<file path="src/cfg_decode_pkg.sv">
// Constants and layouts for the configuration word decoder.
// Overview of operation
// RULE_01 - Code-protect bit low blocks external programmer reads and writes of flash.
// RULE_02 - Boot write guard bit low blocks self-writes to boot flash.
// RULE_03 - Ten-bit page guard is ones complement of protected 1 KB page count.
// RULE_04 - Page guard applies only while boot flash write guard is active.
// RULE_05 - Debug channel select: 11 pair 1, 10 pair 2, 01 pair 3, 00 reserved.
// RULE_06 - Word 0 scan enable bit seeds the control register scan enable at reset.
// RULE_07 - Debugger off when upper field bit is 1; forced to 11 under protection.
// RULE_08 - Programmer writes 0 to word 0 bit 31, 1 to other reserved bits.
// RULE_09 - Programmer writes 1 to word 1 upper six and other reserved bits.
// RULE_10 - Window size code 11 25%, 10 37.5%, 01 50%, 00 75%.
// RULE_11 - Force-on bit 1 runs watchdog unstoppably; 0 leaves it to software.
// RULE_12 - Window-off bit 0 selects window mode, 1 selects non-window mode.
// RULE_13 - Postscaler divides by two to the power of the code, up to 10100.
// RULE_14 - Postscale codes above 10100 behave exactly as 10100.
// RULE_15 - Identity register holds 4-bit revision above 28-bit device identifier.
// RULE_16 - Unimplemented bits of control, identity and key registers read zero.
// RULE_17 - Trace output enable is absent and reads zero on the small package.
// RULE_18 - Configuration fields latch at reset and hold read-only until next reset.
package cfg_decode_pkg;
  // Register byte offsets.
  localparam logic [15:0] OFS_CONFIG_CONTROL = 16'hF200;
  localparam logic [15:0] OFS_PART_IDENTITY = 16'hF220;
  localparam logic [15:0] OFS_UNLOCK_KEY = 16'hF230;
  localparam logic [15:0] OFS_CFG_WORD0 = 16'hF240;
  localparam logic [15:0] OFS_CFG_WORD1 = 16'hF244;
  // Control register fields and reset.
  localparam int CTL_SCAN_DO_EN = 0;
  localparam int CTL_TRACE_EN = 2;
  localparam int CTL_SCAN_EN = 3;
  localparam int CTL_MODULE_LOCK = 12;
  localparam int CTL_PIN_LOCK = 13;
  localparam logic [31:0] CTL_RESET = 32'h0000000B;
  localparam logic [31:0] CTL_IMPL_MASK = 32'h0000300D;
  localparam logic [31:0] KEY_RESET = 32'h00000000;
  // Word 0 fields.
  localparam int W0_CODE_PROTECT = 28;
  localparam int W0_BOOT_GUARD = 24;
  localparam int W0_PAGE_GUARD_LO = 10;
  localparam int W0_CHAN_LO = 3;
  localparam int W0_SCAN_EN = 2;
  localparam int W0_DEBUG_LO = 0;
  // Word 1 fields.
  localparam int W1_WIN_SIZE_LO = 24;
  localparam int W1_FORCE_ON = 23;
  localparam int W1_WIN_OFF = 22;
  localparam int W1_POSTSCALE_LO = 16;
  // Page size shift (0x0400 bytes) and postscale ceiling.
  localparam int PAGE_SHIFT = 10;
  localparam logic [4:0] POSTSCALE_MAX = 5'h14;
  // Debug channel pairs and window sizes in eighths of the timeout.
  typedef enum logic [1:0] {CHAN_NONE = 2'h0, CHAN_PAIR3 = 2'h1, CHAN_PAIR2 = 2'h2,
    CHAN_PAIR1 = 2'h3} debug_chan_t;
  localparam logic [3:0] WIN_25 = 4'h2;
  localparam logic [3:0] WIN_37 = 4'h3;
  localparam logic [3:0] WIN_50 = 4'h4;
  localparam logic [3:0] WIN_75 = 4'h6;
endpackage

</file>
<file path="src/device_config_word_decode.sv">
// Configuration word latch, decode and APB control registers.
`timescale 1ns/100ps
module device_config_word_decode import cfg_decode_pkg::*; #(
  parameter logic [27:0] DEVICE_ID = 28'h0000001, // Arbitrary value.
  parameter logic [3:0] REVISION = 4'h1, // Arbitrary value.
  parameter bit SMALL_PACKAGE = 1'b0
) (
  // Clock and reset.
  input wire logic i_core_clk,
  input wire logic i_rst,
  // Non-volatile configuration words.
  input wire logic [31:0] i_nv_word0,
  input wire logic [31:0] i_nv_word1,
  // Flash access checks.
  input wire logic i_ext_prog_req,
  input wire logic i_self_write_req,
  input wire logic [19:0] i_self_write_addr,
  input wire logic i_self_write_boot,
  output logic o_ext_prog_allow,
  output logic o_self_write_allow,
  // APB slave.
  input wire logic i_psel,
  input wire logic i_penable,
  input wire logic i_pwrite,
  input wire logic [15:0] i_paddr,
  input wire logic [31:0] i_pwdata,
  output logic [31:0] o_prdata,
  output logic o_pready,
  output logic o_pslverr,
  // Decoded settings.
  output logic o_code_protect,
  output logic o_boot_flash_write_guard,
  output logic [9:0] o_program_flash_write_guard,
  output logic [19:0] o_guard_limit,
  output logic [1:0] o_debug_channel_select,
  output logic o_debug_enable,
  output logic o_scan_port_enable,
  output logic o_scan_data_out_enable,
  output logic o_trace_output_enable,
  output logic o_pin_select_lock,
  output logic o_module_disable_lock,
  output logic [3:0] o_watchdog_window_size,
  output logic o_watchdog_force_on,
  output logic o_watchdog_window_off,
  output logic [4:0] o_watchdog_postscale,
  output logic [31:0] o_unlock_key
);
  typedef enum logic [1:0] {ST_LOAD = 2'h1, ST_RUN = 2'h2} load_state_t;
  load_state_t state_q;
  logic [31:0] word0_q;
  logic [31:0] word1_q;
  logic [31:0] ctl_q;
  logic [31:0] key_q;
  logic [31:0] ctl_mask;
  logic wr_en;
  logic rd_en;
  logic hit;
  logic protect_on;
  logic [9:0] page_cnt;

  // Address decode shared by read and write paths.
  function automatic logic mapped(input logic [15:0] a);
    mapped = (a == OFS_CONFIG_CONTROL) || (a == OFS_PART_IDENTITY) ||
             (a == OFS_UNLOCK_KEY) || (a == OFS_CFG_WORD0) || (a == OFS_CFG_WORD1);
  endfunction

  // Trace enable is dropped from the writable set on the small package; kept as a
  // constant so the asynchronous reset branch loads nothing but constants.
  localparam logic [31:0] CTL_MASK_EFF = SMALL_PACKAGE ?
    (CTL_IMPL_MASK & ~(32'h00000001 << CTL_TRACE_EN)) : CTL_IMPL_MASK;
  assign ctl_mask = CTL_MASK_EFF;
  assign hit = mapped(i_paddr);
  assign wr_en = i_psel && i_penable && i_pwrite && hit && (state_q == ST_RUN);
  assign rd_en = i_psel && i_penable && !i_pwrite && hit;
  // Zero wait states once loaded; held off during the single load cycle.
  assign o_pready = (state_q == ST_RUN);
  assign o_pslverr = i_psel && i_penable && !hit;

  // Capture the words once after reset release, then hold them; a strap must not
  // enter the async reset path, so the load is a clocked step.
  always_ff @(posedge i_core_clk or posedge i_rst) begin
    if (i_rst) begin
      state_q <= ST_LOAD;
      word0_q <= 32'h00000000;
      word1_q <= 32'h00000000;
    end else begin
      case (state_q)
        ST_LOAD: begin
          word0_q <= i_nv_word0; // [RULE_18]
          word1_q <= i_nv_word1; // [RULE_18]
          state_q <= ST_RUN;
        end
        ST_RUN: state_q <= ST_RUN;
        default: state_q <= ST_LOAD;
      endcase
    end
  end

  // Control register: scan enable seeded from word 0 at load, then software owned.
  always_ff @(posedge i_core_clk or posedge i_rst) begin
    if (i_rst) begin
      ctl_q <= CTL_RESET & CTL_MASK_EFF;
    end else if (state_q == ST_LOAD) begin
      ctl_q[CTL_SCAN_EN] <= i_nv_word0[W0_SCAN_EN]; // [RULE_06]
    end else if (wr_en && i_paddr == OFS_CONFIG_CONTROL) begin
      ctl_q <= i_pwdata & ctl_mask; // [RULE_16] [RULE_17]
    end
  end

  // Unlock key register.
  always_ff @(posedge i_core_clk or posedge i_rst) begin
    if (i_rst) begin
      key_q <= KEY_RESET;
    end else if (wr_en && i_paddr == OFS_UNLOCK_KEY) begin
      key_q <= i_pwdata;
    end
  end

  // Read data is registered so the data path comes from flip-flops.
  always_ff @(posedge i_core_clk or posedge i_rst) begin
    if (i_rst) begin
      o_prdata <= 32'h00000000;
    end else if (i_psel && !i_penable) begin
      case (i_paddr)
        OFS_CONFIG_CONTROL: o_prdata <= ctl_q & ctl_mask; // [RULE_16]
        OFS_PART_IDENTITY: o_prdata <= {REVISION, DEVICE_ID}; // [RULE_15]
        OFS_UNLOCK_KEY: o_prdata <= key_q;
        OFS_CFG_WORD0: o_prdata <= word0_q;
        OFS_CFG_WORD1: o_prdata <= word1_q;
        default: o_prdata <= 32'h00000000;
      endcase
    end
  end

  // Protection decode.
  assign protect_on = !word0_q[W0_CODE_PROTECT]; // [RULE_01]
  assign o_code_protect = protect_on;
  assign o_boot_flash_write_guard = !word0_q[W0_BOOT_GUARD]; // [RULE_02]
  assign o_program_flash_write_guard = word0_q[W0_PAGE_GUARD_LO +: 10];
  assign page_cnt = ~word0_q[W0_PAGE_GUARD_LO +: 10]; // [RULE_03]
  // Page guard only counts while the boot guard is active.
  assign o_guard_limit = o_boot_flash_write_guard ?
                         {page_cnt, 10'h000} : 20'h00000; // [RULE_03] [RULE_04]
  assign o_ext_prog_allow = i_ext_prog_req && !protect_on; // [RULE_01]
  assign o_self_write_allow = i_self_write_req &&
    (i_self_write_boot ? !o_boot_flash_write_guard : // [RULE_02]
     (i_self_write_addr >= o_guard_limit)); // [RULE_04]

  // Debug: field forced to 11 while protected; upper bit low enables debugger.
  always_comb begin
    logic [1:0] dbg;
    dbg = protect_on ? 2'h3 : word0_q[W0_DEBUG_LO +: 2]; // [RULE_07]
    o_debug_enable = (state_q == ST_RUN) && !dbg[1]; // [RULE_07]
  end
  assign o_debug_channel_select = word0_q[W0_CHAN_LO +: 2]; // [RULE_05]
  assign o_scan_port_enable = ctl_q[CTL_SCAN_EN]; // [RULE_06]
  assign o_scan_data_out_enable = ctl_q[CTL_SCAN_DO_EN];
  assign o_trace_output_enable = ctl_q[CTL_TRACE_EN] && !SMALL_PACKAGE; // [RULE_17]
  assign o_pin_select_lock = ctl_q[CTL_PIN_LOCK];
  assign o_module_disable_lock = ctl_q[CTL_MODULE_LOCK];
  assign o_unlock_key = key_q;

  // Watchdog defaults.
  always_comb begin
    case (word1_q[W1_WIN_SIZE_LO +: 2]) // [RULE_10]
      2'h3: o_watchdog_window_size = WIN_25;
      2'h2: o_watchdog_window_size = WIN_37;
      2'h1: o_watchdog_window_size = WIN_50;
      default: o_watchdog_window_size = WIN_75;
    endcase
  end
  assign o_watchdog_force_on = word1_q[W1_FORCE_ON]; // [RULE_11]
  assign o_watchdog_window_off = word1_q[W1_WIN_OFF]; // [RULE_12]
  // Exponent of two for the postscaler; out-of-range codes clamp.
  assign o_watchdog_postscale = (word1_q[W1_POSTSCALE_LO +: 5] > POSTSCALE_MAX) ?
    POSTSCALE_MAX : word1_q[W1_POSTSCALE_LO +: 5]; // [RULE_13] [RULE_14]

  // The exponent handed to the watchdog never leaves the listed range.
  a_post_clamp: assert property (@(posedge i_core_clk) disable iff (i_rst) // [RULE_14]
    o_watchdog_postscale <= POSTSCALE_MAX)
    else $error("postscale above max");

  // Listed postscale codes pass through untouched.
  a_post_pass: assert property (@(posedge i_core_clk) disable iff (i_rst) // [RULE_13]
    (word1_q[W1_POSTSCALE_LO +: 5] <= POSTSCALE_MAX) |-> o_watchdog_postscale == word1_q[20:16])
    else $error("postscale code altered");

  // Codes above the ceiling act as the ceiling itself.
  a_post_high: assert property (@(posedge i_core_clk) disable iff (i_rst) // [RULE_14]
    (word1_q[W1_POSTSCALE_LO +: 5] > POSTSCALE_MAX) |-> o_watchdog_postscale == POSTSCALE_MAX)
    else $error("postscale not clamped");

  // External programmer access is refused while code protection is on.
  a_prot_block: assert property (@(posedge i_core_clk) disable iff (i_rst) // [RULE_01]
    protect_on |-> !o_ext_prog_allow)
    else $error("external access under protect");

  // Without protection a programmer request goes through.
  a_ext_open: assert property (@(posedge i_core_clk) disable iff (i_rst) // [RULE_01]
    (!protect_on && i_ext_prog_req) |-> o_ext_prog_allow)
    else $error("external access refused");

  // Boot flash self-writes are refused while the boot guard bit is low.
  a_boot_guard: assert property (@(posedge i_core_clk) disable iff (i_rst) // [RULE_02]
    (i_self_write_boot && !word0_q[W0_BOOT_GUARD]) |-> !o_self_write_allow)
    else $error("boot write allowed");

  // With the boot guard bit high, boot flash stays writable.
  a_boot_open: assert property (@(posedge i_core_clk) disable iff (i_rst) // [RULE_02]
    (i_self_write_req && i_self_write_boot && word0_q[W0_BOOT_GUARD]) |-> o_self_write_allow)
    else $error("boot write refused");

  // Guarded page count is the complement of the field, in 1 KB pages.
  a_guard_pages: assert property (@(posedge i_core_clk) disable iff (i_rst) // [RULE_03]
    !word0_q[W0_BOOT_GUARD] |-> o_guard_limit == {~word0_q[19:10], 10'h000})
    else $error("page guard limit wrong");

  // The page guard is void whenever boot flash is left writable.
  a_page_link: assert property (@(posedge i_core_clk) disable iff (i_rst) // [RULE_04]
    word0_q[W0_BOOT_GUARD] |-> o_guard_limit == 20'h00000)
    else $error("page guard without boot guard");

  // A program flash write below the guard limit is never let through.
  a_guard_low: assert property (@(posedge i_core_clk) disable iff (i_rst) // [RULE_04]
    (!i_self_write_boot && i_self_write_addr < o_guard_limit) |-> !o_self_write_allow)
    else $error("guarded page written");

  // The debug channel choice holds once the words are loaded.
  a_chan_hold: assert property (@(posedge i_core_clk) disable iff (i_rst) // [RULE_05]
    (state_q == ST_RUN) |=> $stable(o_debug_channel_select))
    else $error("debug channel moved");

  // Protection forces the debugger off.
  a_debug_off: assert property (@(posedge i_core_clk) disable iff (i_rst) // [RULE_07]
    protect_on |-> !o_debug_enable)
    else $error("debug on under protect");

  // The debugger stays off until the words have been loaded.
  a_debug_load: assert property (@(posedge i_core_clk) disable iff (i_rst) // [RULE_07]
    (state_q == ST_LOAD) |-> !o_debug_enable)
    else $error("debug on before load");

  // Scan enable in the control register starts from word 0.
  a_scan_seed: assert property (@(posedge i_core_clk) disable iff (i_rst) // [RULE_06]
    (state_q == ST_LOAD) |=> o_scan_port_enable == $past(i_nv_word0[W0_SCAN_EN]))
    else $error("scan enable not seeded");

  // Window size code 11 gives a quarter of the timeout.
  a_win_quarter: assert property (@(posedge i_core_clk) disable iff (i_rst) // [RULE_10]
    (word1_q[W1_WIN_SIZE_LO +: 2] == 2'h3) |-> o_watchdog_window_size == WIN_25)
    else $error("window size 11 wrong");

  // Window size code 10 gives three eighths.
  a_win_mid: assert property (@(posedge i_core_clk) disable iff (i_rst) // [RULE_10]
    (word1_q[W1_WIN_SIZE_LO +: 2] == 2'h2) |-> o_watchdog_window_size == WIN_37)
    else $error("window size 10 wrong");

  // Window size code 01 gives half.
  a_win_half: assert property (@(posedge i_core_clk) disable iff (i_rst) // [RULE_10]
    (word1_q[W1_WIN_SIZE_LO +: 2] == 2'h1) |-> o_watchdog_window_size == WIN_50)
    else $error("window size 01 wrong");

  // Window size code 00 gives three quarters.
  a_win_wide: assert property (@(posedge i_core_clk) disable iff (i_rst) // [RULE_10]
    (word1_q[W1_WIN_SIZE_LO +: 2] == 2'h0) |-> o_watchdog_window_size == WIN_75)
    else $error("window size 00 wrong");

  // Software can never drop a forced watchdog while running.
  a_force_hold: assert property (@(posedge i_core_clk) disable iff (i_rst) // [RULE_11]
    (state_q == ST_RUN) |=> $stable(o_watchdog_force_on))
    else $error("force-on changed");

  // Window mode selection holds once loaded.
  a_window_hold: assert property (@(posedge i_core_clk) disable iff (i_rst) // [RULE_12]
    (state_q == ST_RUN) |=> $stable(o_watchdog_window_off))
    else $error("window mode changed");

  // The load step lasts exactly one cycle.
  a_load_once: assert property (@(posedge i_core_clk) disable iff (i_rst) // [RULE_18]
    (state_q == ST_LOAD) |=> (state_q == ST_RUN))
    else $error("load step not single");

  // Loaded words never change until the next reset.
  a_words_hold: assert property (@(posedge i_core_clk) disable iff (i_rst) // [RULE_18]
    (state_q == ST_RUN) |=> $stable(word0_q) && $stable(word1_q))
    else $error("config words changed");

  // The small package never shows a trace enable.
  a_trace_small: assert property (@(posedge i_core_clk) disable iff (i_rst) // [RULE_17]
    SMALL_PACKAGE |-> !o_trace_output_enable)
    else $error("trace on small package");

  // Unimplemented control bits never hold a one.
  a_ctl_zero: assert property (@(posedge i_core_clk) disable iff (i_rst) // [RULE_16]
    (ctl_q & ~ctl_mask) == 32'h00000000)
    else $error("unimplemented control bit set");

  // Unmapped accesses answer with an error and zero data.
  a_unmapped: assert property (@(posedge i_core_clk) disable iff (i_rst) // [RULE_16]
    (i_psel && i_penable && !hit) |-> o_pslverr && (o_prdata == 32'h00000000))
    else $error("unmapped access data");

  // A key read returns the key held at the setup edge.
  a_key_read: assert property (@(posedge i_core_clk) disable iff (i_rst) // [RULE_16]
    (rd_en && i_paddr == OFS_UNLOCK_KEY) |-> o_prdata == key_q)
    else $error("key read wrong");

  // Identity reads return revision above device identifier.
  a_id_read: assert property (@(posedge i_core_clk) disable iff (i_rst) // [RULE_15]
    (i_psel && !i_penable && i_paddr == OFS_PART_IDENTITY) |=> o_prdata == {REVISION, DEVICE_ID})
    else $error("identity read wrong");
endmodule

</file>
<file path="config.mk">
export PLATFORM = sky130hd
export DESIGN_NAME = device_config_word_decode
export DESIGN_NICKNAME = d
export VERILOG_FILES = /design/src/cfg_decode_pkg.sv /design/src/device_config_word_decode.sv
export SDC_FILE = /design/constraint.sdc
export NUM_CORES = 1
export LEC_CHECK = 0
export BUFFER_PORTS_ARGS = -buffer_cell sky130_fd_sc_hd__clkbuf_2
export CAP_MARGIN = 20
export CELL_PAD_IN_SITES_DETAIL_PLACEMENT = 1
export CELL_PAD_IN_SITES_GLOBAL_PLACEMENT = 1
export CORE_MARGIN = 8
export CORE_UTILIZATION = 33
export DETAILED_ROUTE_END_ITERATION = 10
export PLACE_DENSITY = 0.82
export SLEW_MARGIN = 20
export SYNTH_ARGS = -nofsm -noshare
export SYNTH_HDL_FRONTEND = slang
export SYNTH_SLANG_ARGS = --single-unit
</file>
<file path="constraint.sdc">
create_clock -name i_core_clk -period 3.56 [get_ports i_core_clk]
set_input_delay 0.178 -clock i_core_clk [delete_from_list [all_inputs] [get_ports i_core_clk]]
set_output_delay 0.178 -clock i_core_clk [all_outputs]
set_load 0.05 [all_outputs]
</file>
==> implementation parameters <==
Parameter                              Value

Worst setup path
  Worst path cell trace ... or2_2 > ha_1 > nor4b_1 > nand3_1 > a21oi_1 > o31ai_1 > a211oi_1 > clkbuf_2
  Data arrival, critical path ... 2980 ps
  Required time worst endpoint ... between 3000 and 4000 ps
  Launching element type of the critical path ... flop
  Critical path fanouts, max ... 12
  Beginning of the worst register-to-register path ... state_q[0]
  Sum of buffers and inverters on the critical path ... 1
  Critical Setup Path Class ... flop to output pin
  Cells on worst reg2reg path ... 6
  Critical path's top delay family ... simple AND/OR/NAND/NOR gates
  Crit. End Element ... output pin
  Capture instance of the worst register-to-register path ... o_unlock_key[14]
  Max stage delay cell, worst path ... dfrtp_1
  Reg2reg setup slack ... between 1000 and 1500 ps
  Maximum cell stage delay along the critical path ... 480 ps

Worst hold path
  Min-Delay Path Class ... primary input to flop
  Worst Hold Path EP ... word0_q[21]
  Launch instance of the worst min-delay path ... i_nv_word0[21]
  Hold-critical path depth ... 2

STA
  Final hold violations ... 0
  Post-route worst setup slack ... 406 ps
  Worst Clk Skew ... 8.96 ps
  Part of the cycle the worst path needs ... 88.6%
  Transition time of the tightest slew-check pin ... 839 ps
  Hold_ws ... 17.1 ps
  Count of endpoints failing setup in the final report ... 0
  Fin Setup TNS ... 0 ps
  Min cycle time layout ... approximately 3200 ps
  Slew margin rel. ... 43.9%
  Unrepaired setup endpoints after global routing ... false
  Final count of pins violating max slew ... 0
  Fmax achieved ... around 0.32 GHz

Placement
  Port bufs ... roughly 250
  DPL Wire Length ... 16200 µm
  Post-detailed-placement cell area ... 7740 µm²
  RePlAce Congestion ... 0.899
  Worst slack at placement ... 910 ps

GRT
  Sum of overflow across all layers after global routing ... 0
  Gr usage total ... between 10% and 20%
  Number of antenna violations at the first check in global routing ... 1
  Largest net degree at the start of global routing ... 67
  Number of global-route vias before repair ... 6269
  Global-route wire length before repair ... 36400 µm

Layout
  Area taken by multi-input logic gates ... 2640 µm²
  Sequential standard cell area ... around 3400 µm²
  Area of all placed cells without fillers ... 9040 µm²
  Relative area change from synthesis to final layout ... 42.6%
  Share of cells above drive strength 1 ... 46.0%
  Number of fillers in the final layout ... roughly 2100
  Post-layout nets ... 989

Power and ir drop
  Part of the total power dissipated in combinational logic ... 15.9%
  Switch Pwr ... 0.00117 W
  Worst supply voltage drop on vdd ... approximately 350 µV
  Proportion of total power due to net switching ... 28.4%
  Overall power ... 0.00412 W
  Cell-internal power ... 0.00295 W
  Leakage ... 4.41 nW
  Clock network fraction of total power ... a little over two fifths
  Pwr per Cell Area ... 455 nW/µm²
  Power share of the sequential group ... 40.4%

Route
  1st-iter DRT viols ... 212
  Final ANT Viol Nets ... 0
  Via count normalized by instance count ... between 5 and 6
  First-pass DRT Iterations ... 4
  Detailed Route WL ... between 20000 and 25000 µm
  Number of vias after detailed routing ... about 5500
  Detailed-route wire length per cell ... 21.3 µm
  Residual DRC count ... 0

Clocking
  TritonCTS sink count ... 135
  Post-CTS Repair Setup Buffers ... 0
  TritonCTS buffer count ... 17
  CTS tree ... done
  CTS Buffer Depth ... 2
  Total number of H-tree levels ... 4
  Cell chosen for the clock root ... clkbuf_16
  Clock network latency to the later pin of the worst-skew pair ... between 400 and 500 ps
  Clock slew seen by the registers of the worst setup and hold paths ... 60 ps

Synthesis
  Count of yosys warnings during synthesis ... 0
  Flip-flop cell with the highest count after synthesis ... dfrtp_1
  Sequential-to-total area share from yosys stat ... 53.3%
  Synthesized area per cell ... 11.9 µm²
  Cell variety after synth ... 47
  Count of flip-flops with a built-in enable after synthesis ... 0
  Synthesized flop and latch total ... 135
  Post-synth ARST share ... 100%
  Top cell type by total area after synthesis ... dfrtp_1
  Post-synth design cell area ... 6340 µm²
  Area share of the largest cell type after synthesis ... 52.1%
  Count of mapped cells out of synthesis ... 532
  Most area-consuming cells after synthesis ... dfrtp_1 (52%), mux2_2 (12%), mux2_1 (5.7%), a21oi_1 (4.6%), a22oi_1 (3.3%)

Die
  Core Box Area ... 18800 µm²
  Horiz. Die Dim ... 155 µm
  Die boundary height ... ~150 µm
  Number of placement rows ... 50
  Total die area ... about 24000 µm²
  Starting density of the core ... 33.8%
  Top Ports ... roughly 260

Flow run
  Max_cap viols ... 0

Status
  Status ... complete, no violations
cell type report:
class	count	share of cell area (%)
inverters	19	0.830
clock inverters	12	1.69
clock buffers	20	4.94
flip-flops and latches	135	37.4
well taps	234	3.24
repair buffers	327	22.7
multi-input cells	337	29.2
diodes	1	0.0277
kinds of logic after synthesis:
kind of cell,after synthesis,share of synthesized area [%]
AO/OA/AOI/OAI,116,11.7
adder cells (fa/ha/maj),12,2.37
buffers and inverters,70,6.14
flip-flops,135,53.3
multiplexers,100,17.8
other,1,0.0591
AND/OR/NAND/NOR,98,8.66
Yosys cell counts (all sizes together), types with 2 or more instances:
library cell and n:
a21oi 64, mux2 100, nor2b 4, dfrtp 132, o21ai 11, a21o 2, nor3 6, nand4 3
buf 33, nor4 6, inv 19, nand3 5, or2 10, dfstp 3, and2 4, nand2 9
a22oi 34, and4bb 2, nor2 40, clkbuf 18, ha 12, nor4b 2
placed cells by master, fill, tap and decap left out, types with 2 or more instances in the layout:
cell type	Yosys	routed
nor2b_1	4	3
clkbuf_1	18	2
o21ai_1	4	4
buf_4	27	7
and2_1	4	4
a21o_1	2	2
o21ai_0	7	7
a21oi_2	6	6
or2_2	9	9
nor3_4	1	2
clkinvlp_4	0	5
a21oi_1	58	58
clkbuf_2	0	247
dlygate4sd3_1	0	70
and4bb_2	2	2
clkinv_2	0	3
mux2_1	32	32
nand3_1	5	5
mux2_2	68	68
nor3_1	4	4
bufinv_16	0	3
clkbuf_16	0	17
clkinv_4	0	2
ha_1	12	11
conb_1	1	11
nand4_1	3	3
inv_1	19	18
buf_12	0	3
nor2_1	40	39
dfrtp_1	132	132
dfstp_2	3	3
nor4_1	4	4
a22oi_2	6	6
nand2_1	9	9
a22oi_1	28	28
nor4b_1	2	2
flip-flops by register name (all words and copies together), names as in the netlist:
name / flops
word0_q: 32
state_q: 2
word1_q: 32
o_unlock_key: 32
ctl_q: 5
o_prdata: 32
routing by layer:
layer	GRT usage, %	up-vias	routed length (µm)
met5	0	-	0
met4	6.07	0	370
met3	5.54	22	1600
met2	34.9	208	12100
met1	22.0	2747	9070
li1	-	2479	-
what timing repair did:
| action | CTS | global route |
|---|---|---|
| resized for setup | 0 | 0 |
| endpoints found under the setup margin | 0 | 0 |
| endpoints found under the hold margin | 79 | 2 |
| hold buffers | 68 | 2 |
worst max path at each step:
stage	from	to	slack, ps	depth (start not counted)
floorplan	word0_q[24]	o_self_write_allow	290	8
global placement	word0_q[24]	o_self_write_allow	1030	8
detailed placement	word0_q[24]	o_self_write_allow	910	8
CTS	word0_q[24]	o_self_write_allow	480	8
global route	word0_q[24]	o_self_write_allow	150	8
finish	word0_q[24]	o_self_write_allow	410	8
stage by stage:
| step | cells | utilization [%] |
|---|---|---|
| global route | 1085 | 48.2 |
| global placement | 982 | 41.2 |
| floorplan | 542 | - |
| detailed placement | 982 | 41.2 |
| CTS | 1082 | 48.0 |
| finish | 1085 | 48.2 |
worst register-to-register path: cells and delay by family, from the launching register on:
kind	cells	cell delay, ps
adder cells (fa/ha/maj)	1	200
buffers and inverters	2	360
flip-flops	1	380
multiplexers	1	350
AND/OR/NAND/NOR	2	930
power by group through the flow:
stage               combinational, W  clock [W]  sequential [W]
detailed placement          0.000589          0         0.00169
finish                      0.000653    0.00180         0.00166
global route                0.000698    0.00190         0.00167
global placement            0.000574          0         0.00168
floorplan                   0.000274          0         0.00180
CTS                         0.000652    0.00184         0.00166
Note: power is estimated with default switching activity, not from simulation.
